**src/rom_pkg.sv**
```systemverilog
// Constants and types shared by the reference offset and margin register bank.
package rom_pkg;

  // Command codes of the three offset registers.
  localparam logic [7:0]  ROM_CODE_TRIM      = 8'hd4;
  localparam logic [7:0]  ROM_CODE_UP        = 8'hd5;
  localparam logic [7:0]  ROM_CODE_DOWN      = 8'hd6;

  // Reset and restore values.
  localparam logic [15:0] ROM_TRIM_RESET     = 16'h0000;
  localparam logic [15:0] ROM_UP_RESTORE0    = 16'h0009;
  localparam logic [15:0] ROM_UP_RESTORE1    = 16'h000f;
  localparam logic [15:0] ROM_DOWN_RESTORE0  = 16'hfff7;
  localparam logic [15:0] ROM_DOWN_RESTORE1  = 16'hfff1;

  // Allowed ranges, two's complement counts of one step.
  localparam logic [15:0] ROM_TRIM_MIN       = 16'hffc0;
  localparam logic [15:0] ROM_TRIM_MAX       = 16'h003f;
  localparam logic [15:0] ROM_UP_MIN         = 16'h0000;
  localparam logic [15:0] ROM_UP_MAX         = 16'h001f;
  localparam logic [15:0] ROM_DOWN_MIN       = 16'hffc0;
  localparam logic [15:0] ROM_DOWN_MAX       = 16'hffff;

  // Output data format: linear, exponent -9, one count is 1953 microvolts.
  localparam int          ROM_VOUT_EXP       = -9;
  localparam int          ROM_STEP_UV        = 1953;

  typedef enum logic [2:0] {
    ROM_PWR_OFF        = 3'b000,
    ROM_PWR_SOFT_START = 3'b001,
    ROM_PWR_STEADY     = 3'b010,
    ROM_PWR_TOFF_DELAY = 3'b011,
    ROM_PWR_SOFT_STOP  = 3'b100
  } rom_pwr_type;

  typedef enum logic [1:0] {
    ROM_MARGIN_NONE = 2'b00,
    ROM_MARGIN_HIGH = 2'b01,
    ROM_MARGIN_LOW  = 2'b10
  } rom_margin_type;

  typedef struct packed {
    logic        write;
    logic [7:0]  code;
    logic [15:0] data;
  } rom_cmd_type;

  typedef struct packed {
    logic        ack;
    logic [15:0] data;
  } rom_rsp_type;

endpackage : rom_pkg

```
**src/rom_regs.sv**
```systemverilog
// Offset and margin command registers driving the loop reference.
//
// Behaviour
// - Signed trim adds constant offset to reference.
// - Trim spans minus 64 to plus 63.
// - Out-of-range write clamps, alerts, flags errors.
// - Follower mode: ignore, refuse, fault, alert.
// - Format fixed linear, exponent minus nine.
// - Reference clamped to output limits; negative sum, off and soft stop give zero.
// - Slew rate follows power-up state.
// - Trim is two-byte signed, default zero.
// - Trim can be saved to nonvolatile memory.
// - Trim high byte sign-extends low byte.
// - Trim low byte minus 64 to 63.
// - Margin high raises reference by up step.
// - Up step 0 to 31, high byte zero.
// - Up step restores to 0009h or 000fh.
// - Margin low lowers reference by down step.
// - Down step minus 64 to minus 1.
// - Down step high byte sign-extends, all ones.
// - Down step restores to fff7h or fff1h.
// - Down low byte minus 64 to minus 1.
`timescale 1ns/1ps
`default_nettype none

module rom_regs (
  input  wire logic                   clk_sys,
  input  wire logic                   nrst,
  input  wire logic                   cmd_valid,
  input  wire rom_pkg::rom_cmd_type   cmd,
  input  wire logic                   follower_mode,
  input  wire rom_pkg::rom_margin_type margin_sel,
  input  wire rom_pkg::rom_pwr_type   power_state,
  input  wire logic [15:0]            vout_command,
  input  wire logic [15:0]            vout_min,
  input  wire logic [15:0]            vout_max,
  input  wire logic [15:0]            rate_rise,
  input  wire logic [15:0]            rate_transition,
  input  wire logic [15:0]            rate_fall,
  input  wire logic                   restore_req,
  input  wire logic [15:0]            nvm_trim_value,
  input  wire logic                   margin_up_restore_sel,
  input  wire logic                   margin_down_restore_sel,
  input  wire logic                   store_all_req,
  output logic                        rsp_valid,
  output rom_pkg::rom_rsp_type        rsp,
  output logic [15:0]                 loop_reference,
  output logic                        smb_alert,
  output logic                        comm_error_flag,
  output logic                        invalid_data_flag,
  output logic                        bad_command_fault,
  output logic                        nvm_store_req,
  output logic [15:0]                 nvm_store_data
);

  logic [15:0] trim_r;
  logic [15:0] up_r;
  logic [15:0] down_r;
  logic [15:0] ref_r;
  logic [15:0] slew_cnt_r;
  logic        hit;
  logic        refused;
  logic        wr_ok;
  logic        out_of_range;
  logic [15:0] clamped;
  logic [15:0] target;
  logic [15:0] period;
  logic signed [17:0] sum;
  logic        sel_trim;
  logic        sel_up;
  logic        sel_down;
  logic        rd_ok;
  logic        range_evt;
  logic [15:0] rd_data;
  logic [15:0] restore_trim;
  logic [15:0] restore_up;
  logic [15:0] restore_down;
  logic        slew_due;
  logic        slew_up;
  logic signed [17:0] base_sum;
  logic signed [17:0] margin_add;
  logic signed [17:0] lo_bound;
  logic signed [17:0] hi_bound;

  function automatic logic [15:0] clamp_s(input logic [15:0] v,
                                          input logic [15:0] lo,
                                          input logic [15:0] hi);
    logic [15:0] r;
    r = v;
    if ($signed(v) < $signed(lo)) begin
      r = lo;
    end else if ($signed(v) > $signed(hi)) begin
      r = hi;
    end
    return r;
  endfunction : clamp_s

  // Other command codes belong to other blocks and get no answer here.
  assign sel_trim  = (cmd.code == rom_pkg::ROM_CODE_TRIM);
  assign sel_up    = (cmd.code == rom_pkg::ROM_CODE_UP);
  assign sel_down  = (cmd.code == rom_pkg::ROM_CODE_DOWN);
  assign hit       = cmd_valid && (sel_trim || sel_up || sel_down);
  assign refused   = hit && follower_mode;
  assign wr_ok     = hit && !follower_mode && cmd.write;
  assign rd_ok     = hit && !follower_mode && !cmd.write;
  assign range_evt = wr_ok && out_of_range;

  // Margin steps have no stored copy; option bits pick their restore value.
  always_comb begin
    restore_trim = clamp_s(nvm_trim_value, rom_pkg::ROM_TRIM_MIN,
                           rom_pkg::ROM_TRIM_MAX);
    if (margin_up_restore_sel) begin
      restore_up = rom_pkg::ROM_UP_RESTORE1;
    end else begin
      restore_up = rom_pkg::ROM_UP_RESTORE0;
    end
    if (margin_down_restore_sel) begin
      restore_down = rom_pkg::ROM_DOWN_RESTORE1;
    end else begin
      restore_down = rom_pkg::ROM_DOWN_RESTORE0;
    end
  end

  // Read data is chosen from the code alone; rd_ok gates it later.
  always_comb begin
    case (cmd.code)
      rom_pkg::ROM_CODE_TRIM: begin
        rd_data = trim_r;
      end
      rom_pkg::ROM_CODE_UP: begin
        rd_data = up_r;
      end
      rom_pkg::ROM_CODE_DOWN: begin
        rd_data = down_r;
      end
      default: begin
        rd_data = 16'h0000;
      end
    endcase
  end

  // Range check per register; a clamped value always sign-extends cleanly.
  always_comb begin
    case (cmd.code)
      rom_pkg::ROM_CODE_TRIM: begin
        clamped = clamp_s(cmd.data, rom_pkg::ROM_TRIM_MIN,
                          rom_pkg::ROM_TRIM_MAX);
      end
      rom_pkg::ROM_CODE_UP: begin
        clamped = clamp_s(cmd.data, rom_pkg::ROM_UP_MIN,
                          rom_pkg::ROM_UP_MAX);
      end
      default: begin
        clamped = clamp_s(cmd.data, rom_pkg::ROM_DOWN_MIN,
                          rom_pkg::ROM_DOWN_MAX);
      end
    endcase
    out_of_range = (clamped != cmd.data);
  end

  // Restore takes priority over a write in the same cycle.
  always_ff @(posedge clk_sys or negedge nrst) begin
    if (!nrst) begin
      trim_r <= rom_pkg::ROM_TRIM_RESET;
    end else if (restore_req) begin
      trim_r <= restore_trim;
    end else if (wr_ok && sel_trim) begin
      trim_r <= clamped;
    end
  end

  always_ff @(posedge clk_sys or negedge nrst) begin
    if (!nrst) begin
      up_r <= rom_pkg::ROM_UP_RESTORE0;
    end else if (restore_req) begin
      up_r <= restore_up;
    end else if (wr_ok && sel_up) begin
      up_r <= clamped;
    end
  end

  always_ff @(posedge clk_sys or negedge nrst) begin
    if (!nrst) begin
      down_r <= rom_pkg::ROM_DOWN_RESTORE0;
    end else if (restore_req) begin
      down_r <= restore_down;
    end else if (wr_ok && sel_down) begin
      down_r <= clamped;
    end
  end

  // Answer one cycle after the request; a refused access is a nack.
  always_ff @(posedge clk_sys or negedge nrst) begin
    if (!nrst) begin
      rsp_valid <= 1'b0;
    end else begin
      rsp_valid <= hit;
    end
  end

  // Writes and refused reads answer with zero data.
  always_ff @(posedge clk_sys or negedge nrst) begin
    if (!nrst) begin
      rsp <= '0;
    end else begin
      rsp.ack  <= hit && !follower_mode;
      rsp.data <= rd_ok ? rd_data : 16'h0000;
    end
  end

  // Error events are one-cycle pulses; the status block keeps them sticky.
  always_ff @(posedge clk_sys or negedge nrst) begin
    if (!nrst) begin
      comm_error_flag   <= 1'b0;
      invalid_data_flag <= 1'b0;
    end else begin
      comm_error_flag   <= range_evt;
      invalid_data_flag <= range_evt;
    end
  end

  always_ff @(posedge clk_sys or negedge nrst) begin
    if (!nrst) begin
      smb_alert         <= 1'b0;
      bad_command_fault <= 1'b0;
    end else begin
      bad_command_fault <= refused;
      smb_alert         <= refused || range_evt;
    end
  end

  always_ff @(posedge clk_sys or negedge nrst) begin
    if (!nrst) begin
      nvm_store_req  <= 1'b0;
      nvm_store_data <= 16'h0000;
    end else begin
      nvm_store_req  <= store_all_req;
      nvm_store_data <= trim_r;
    end
  end

  // Counts are in units of 2^-9 V, so plain integer sums suffice.
  // Sums are kept in 18 bits so a negative total is caught, not wrapped.
  always_comb begin
    base_sum = $signed({2'b00, vout_command}) +
               $signed({{2{trim_r[15]}}, trim_r});
    case (margin_sel)
      rom_pkg::ROM_MARGIN_HIGH: begin
        margin_add = $signed({{2{up_r[15]}}, up_r});
      end
      rom_pkg::ROM_MARGIN_LOW: begin
        margin_add = $signed({{2{down_r[15]}}, down_r});
      end
      default: begin
        margin_add = 18'sh00000;
      end
    endcase
  end

  always_comb begin
    lo_bound = $signed({2'b00, vout_min});
    hi_bound = $signed({2'b00, vout_max});
    sum = base_sum + margin_add;
    if (sum < 18'sh00000) begin
      target = 16'h0000;
    end else if (sum > hi_bound) begin
      target = vout_max;
    end else if (sum < lo_bound) begin
      target = vout_min;
    end else begin
      target = sum[15:0];
    end
    if (power_state == rom_pkg::ROM_PWR_OFF ||
        power_state == rom_pkg::ROM_PWR_SOFT_STOP) begin
      target = 16'h0000;
    end
  end

  always_comb begin
    case (power_state)
      rom_pkg::ROM_PWR_SOFT_START: begin
        period = rate_rise;
      end
      rom_pkg::ROM_PWR_STEADY: begin
        period = rate_transition;
      end
      rom_pkg::ROM_PWR_TOFF_DELAY: begin
        period = rate_transition;
      end
      rom_pkg::ROM_PWR_SOFT_STOP: begin
        period = rate_fall;
      end
      default: begin
        period = 16'h0000;
      end
    endcase
  end

  // The wrap of period minus one at zero is never used; zero jumps.
  assign slew_due = (slew_cnt_r >= period - 16'h0001);
  assign slew_up  = (ref_r < target);

  // One count per period; a zero period steps straight to the target.
  always_ff @(posedge clk_sys or negedge nrst) begin
    if (!nrst) begin
      ref_r      <= 16'h0000;
      slew_cnt_r <= 16'h0000;
    end else if (period == 16'h0000) begin
      ref_r      <= target;
      slew_cnt_r <= 16'h0000;
    end else if (ref_r == target) begin
      slew_cnt_r <= 16'h0000;
    end else if (slew_due) begin
      slew_cnt_r <= 16'h0000;
      if (slew_up) begin
        ref_r <= ref_r + 16'h0001;
      end else begin
        ref_r <= ref_r - 16'h0001;
      end
    end else begin
      slew_cnt_r <= slew_cnt_r + 16'h0001;
    end
  end

  assign loop_reference = ref_r;

endmodule : rom_regs

`default_nettype wire

```
**config.mk**
```make
export PLATFORM = sky130hd
export DESIGN_NAME = rom_regs
export DESIGN_NICKNAME = d
export VERILOG_FILES = /design/src/rom_pkg.sv /design/src/rom_regs.sv
export SDC_FILE = /design/constraint.sdc
export NUM_CORES = 1
export LEC_CHECK = 0
export BUFFER_PORTS_ARGS = -buffer_cell sky130_fd_sc_hd__buf_2
export CAP_MARGIN = 20
export CORE_UTILIZATION = 45
export DETAILED_ROUTE_END_ITERATION = 12
export PLACE_DENSITY = 0.68
export SLEW_MARGIN = 20
export SYNTH_ARGS = -nofsm -noshare
export SYNTH_HDL_FRONTEND = slang
export SYNTH_SLANG_ARGS = --single-unit
```
**constraint.sdc**
```tcl
create_clock -name clk_sys -period 10.3 [get_ports clk_sys]
set_input_delay 2.06 -clock clk_sys [delete_from_list [all_inputs] [get_ports clk_sys]]
set_output_delay 2.06 -clock clk_sys [all_outputs]
set_load 0.01 [all_outputs]
```
==> out/results.ini <==
[synthesis]
ys.warnings.count = 0
yosysUniqueCellTypes = 74
syn_area_per_cell_sq_um = 8.800
ys_ff_latch = 118
synthCells = 1118
syn-num-nets = 1386
synth_edf_count = 0
async_flop_share_pct = 100.0
syn-cell-area_sq_mm = 0.009838
ys_seq_area_share_pct = 30.23
ys_dominant_reg_cell = dfrtp_1

[pwr]
p_per_area_mw_per_mm2 = 251.1
clock_power_share_pct = 18.5
swShare_pct = 42.79
power_frac_comb_pct = 62.0
seq_power_share_pct = 19.5
internal-power_mw = 1.762
leakage_nw = 5.956
p_sw_mw = 1.318
ir_worst_vdd_mv = 0.1474

[global_routing]
grt_max_degree = 79
grt-ovfl-total = 0
grt_pass1_wl_um = 44980
grt_util_all_layers_pct = 25.56
grt_antenna_before_repair = 0
grt_pass1_vias = 8959

[clocking]
cts_buffers = 17
insertion_delay_ns = 0.42
cts_buffer_depth = 2
cts-hold-fix-buffers = 0
clkSinkCount = 118
cts_tree = done
htree_levels = 4
clockRootBuffer = clkbuf_16
cts.clk_slew.worst_paths_ns = 0.06

[critical_path]
cp_slowest_cell = or4_4
critical_path_class = primary input to register
crit_fanout = 10
crit_path_end_kind = register
cp_top_family = compound AO/OA/AOI/OAI gates
rr_startpoint = down_r[1]
crit_required_ns = 10.63
crit_arrival_ns = 10.26
start_kind = primary input
slowest_delay_ns = 0.52
crit_buf_inv = 4
timing.critical_path.from = margin_sel[0]
cp_common_cell = ha_1

[sta]
hold_ws_ns = 0.4645
finClkSkew_ns = 0.01523
period_share_pct = 96.42
fin_crit_ns = 9.931
slew_headroom_pct = 35.29
clock.fmax_mhz = 100.7
worst-slew-pin-transition_ns = 0.9706
hold_viol_final = 0
setup_viol = 0
drv_slew = 0

[drt]
first_iter_violations = 411
drc_errors = 0
avgViaCountPerCell = 5.637
wl_per_cell_um = 16.95
route.vias.total = 9340
drtAntennaViolNets = 0
finalWirelength_um = 28090
first_pass_iters = 5

[layout]
area_growth_syn_to_layout_pct = 24.66
final_cell_mix = 203 x buf_2, 155 x nor2_1, 101 x dfrtp_1, 96 x ha_1, 75 x buf_4
fillers = 1961
diodes = 0
final_nets = 1637
multi_input_area_sq_mm = 0.006600
drive_gt1_share_pct = 26.34
final_area_sq_mm = 0.01226
final_common_cell = buf_2
seq_area_sq_mm = 0.002974

[place]
gp_congestion = 0.9248
dp_hpwl_um = 21960
dpl_cell_area_sq_mm = 0.01154
io_buffers = 204

[floorplan]
die_w_um = 149.9
start_util_pct = 46.36
core_area_sq_mm = 0.02122
dieArea_sq_mm = 0.02246
fp.dieH_um = 149.9
placementRows = 53
ioPinCount = 205

[min_path]
min_path_type = register to register
hold_start = trim_r[4]

[flow_run]
cap_violations = 0

[status]
status = complete, no violations

==> sequential cells by signal, summed over array words and instances (netlist names) <==
| signal | flops |
|---|---|
| bad_command_fault | 1 |
| loop_reference | 16 |
| nvm_store_data | 16 |
| nvm_store_req | 1 |
| rsp | 17 |
| up_r | 16 |
| invalid_data_flag | 1 |
| down_r | 16 |
| smb_alert | 1 |
| trim_r | 16 |
| slew_cnt_r | 16 |
| rsp_valid | 1 |
==> cell usage after synthesis (all sizes together) (10+ instances only) <==
cell	count	area, sq um
or3	17	106.4
and3	16	100.1
dfstp	17	446.7
and2	21	131.4
nand3	28	140.1
nor2	155	581.8
o21a	18	135.1
o211ai	16	120.1
fa	19	380.4
ha	99	1239
a21oi	71	355.3
mux2i	36	360.4
a21o	29	217.7
inv	56	210.2
buf	18	91.34
a22oi	25	187.7
nor3	16	80.08
nand2b	12	75.07
o21ai	44	220.2
clkbuf	28	105.1
a211o	10	87.58
a211oi	11	82.58
nand2	59	221.5
xor2	20	175.2
nand4	14	87.58
dfrtp	101	2527
xnor2	30	262.8
==> layout make-up <==
type                            instances  area share [%]
Multi-Input combinational cell        898           53.82
Sequential cell                       118           24.25
Timing Repair Buffer                  278           12.87
Clock buffer                           18           3.499
Tap cell                              275           2.806
Inverter                               56           1.714
Clock inverter                         14           1.041
==> power by group through the flow <==
stage	clock network (mW)	logic, mW	registers (mW)
floorplan	0	1.19	0.597
CTS	0.577	1.82	0.599
finish	0.569	1.91	0.600
global placement	0	1.77	0.605
global route	0.594	2.12	0.608
detailed placement	0	1.81	0.606
==> worst register-to-register path: cells and delay by family (launching register included) <==
kind	cells	cell delay, ns
adder cells (fa/ha/maj)	6	1.84
multiplexers	1	0.09
buffers and inverters	2	0.26
XOR/XNOR	2	0.34
AND/OR/NAND/NOR	7	1.53
AO/OA/AOI/OAI	17	3.71
flip-flops	1	0.56
==> cells by family after synthesis <==
kind of cell / Yosys count / share of synthesized area [%]
AOI/OAI and AO/OA: 307 / 21.75
xor gates and xnor gates: 50 / 4.451
adders and majority gates: 118 / 16.46
buffers and inverters: 102 / 4.133
DFF: 118 / 30.23
muxes: 39 / 4.006
and+or+nand+nor: 384 / 18.97
==> metrics by stage <==
stage | std cells | TNS [ns] | worst slack (ns) | power [mW] | util, %
3_3_place_gp | 1619 | 0 | 0.02274 | 2.379 | 54.34
4_1_cts | 1652 | 0 | 0.2420 | 2.997 | 57.00
5_1_grt | 1657 | -0.03595 | -0.02881 | 3.320 | 57.79
3_5_place_dp | 1620 | -0.3169 | -0.1830 | 2.412 | 54.37
6_report | 1657 | 0 | 0.3690 | 3.079 | 57.79
2_1_floorplan | 1118 | 0 | 0.08658 | 1.791 | -
==> final timing paths <==
check	end	slack (ns)	cells past startpoint
min in group asynchronous	nvm_store_req	1.63	1
max in group asynchronous	slew_cnt_r[10]	7.27	2
worst min register to register	nvm_store_data[4]	0.46	0
worst max-delay path	loop_reference[14]	0.37	38
worst max register to register	loop_reference[14]	1.86	35
worst min-delay path	nvm_store_data[4]	0.46	0
==> layer usage <==
metal,wire length [um],track usage [%],up-vias
met5,0,0,-
met2,13350,43.24,361
met3,1822,3.598,37
met4,466,8.081,0
met1,12450,33.57,4352
li1,-,-,4590
==> what timing repair did <==
| item | in CTS | in global routing |
|---|---|---|
| resized for setup | 0 | 26 |
| setup endpoints to repair | 0 | 5 |
| setup buffers | 0 | 5 |
(Power assumes the default switching activity.)
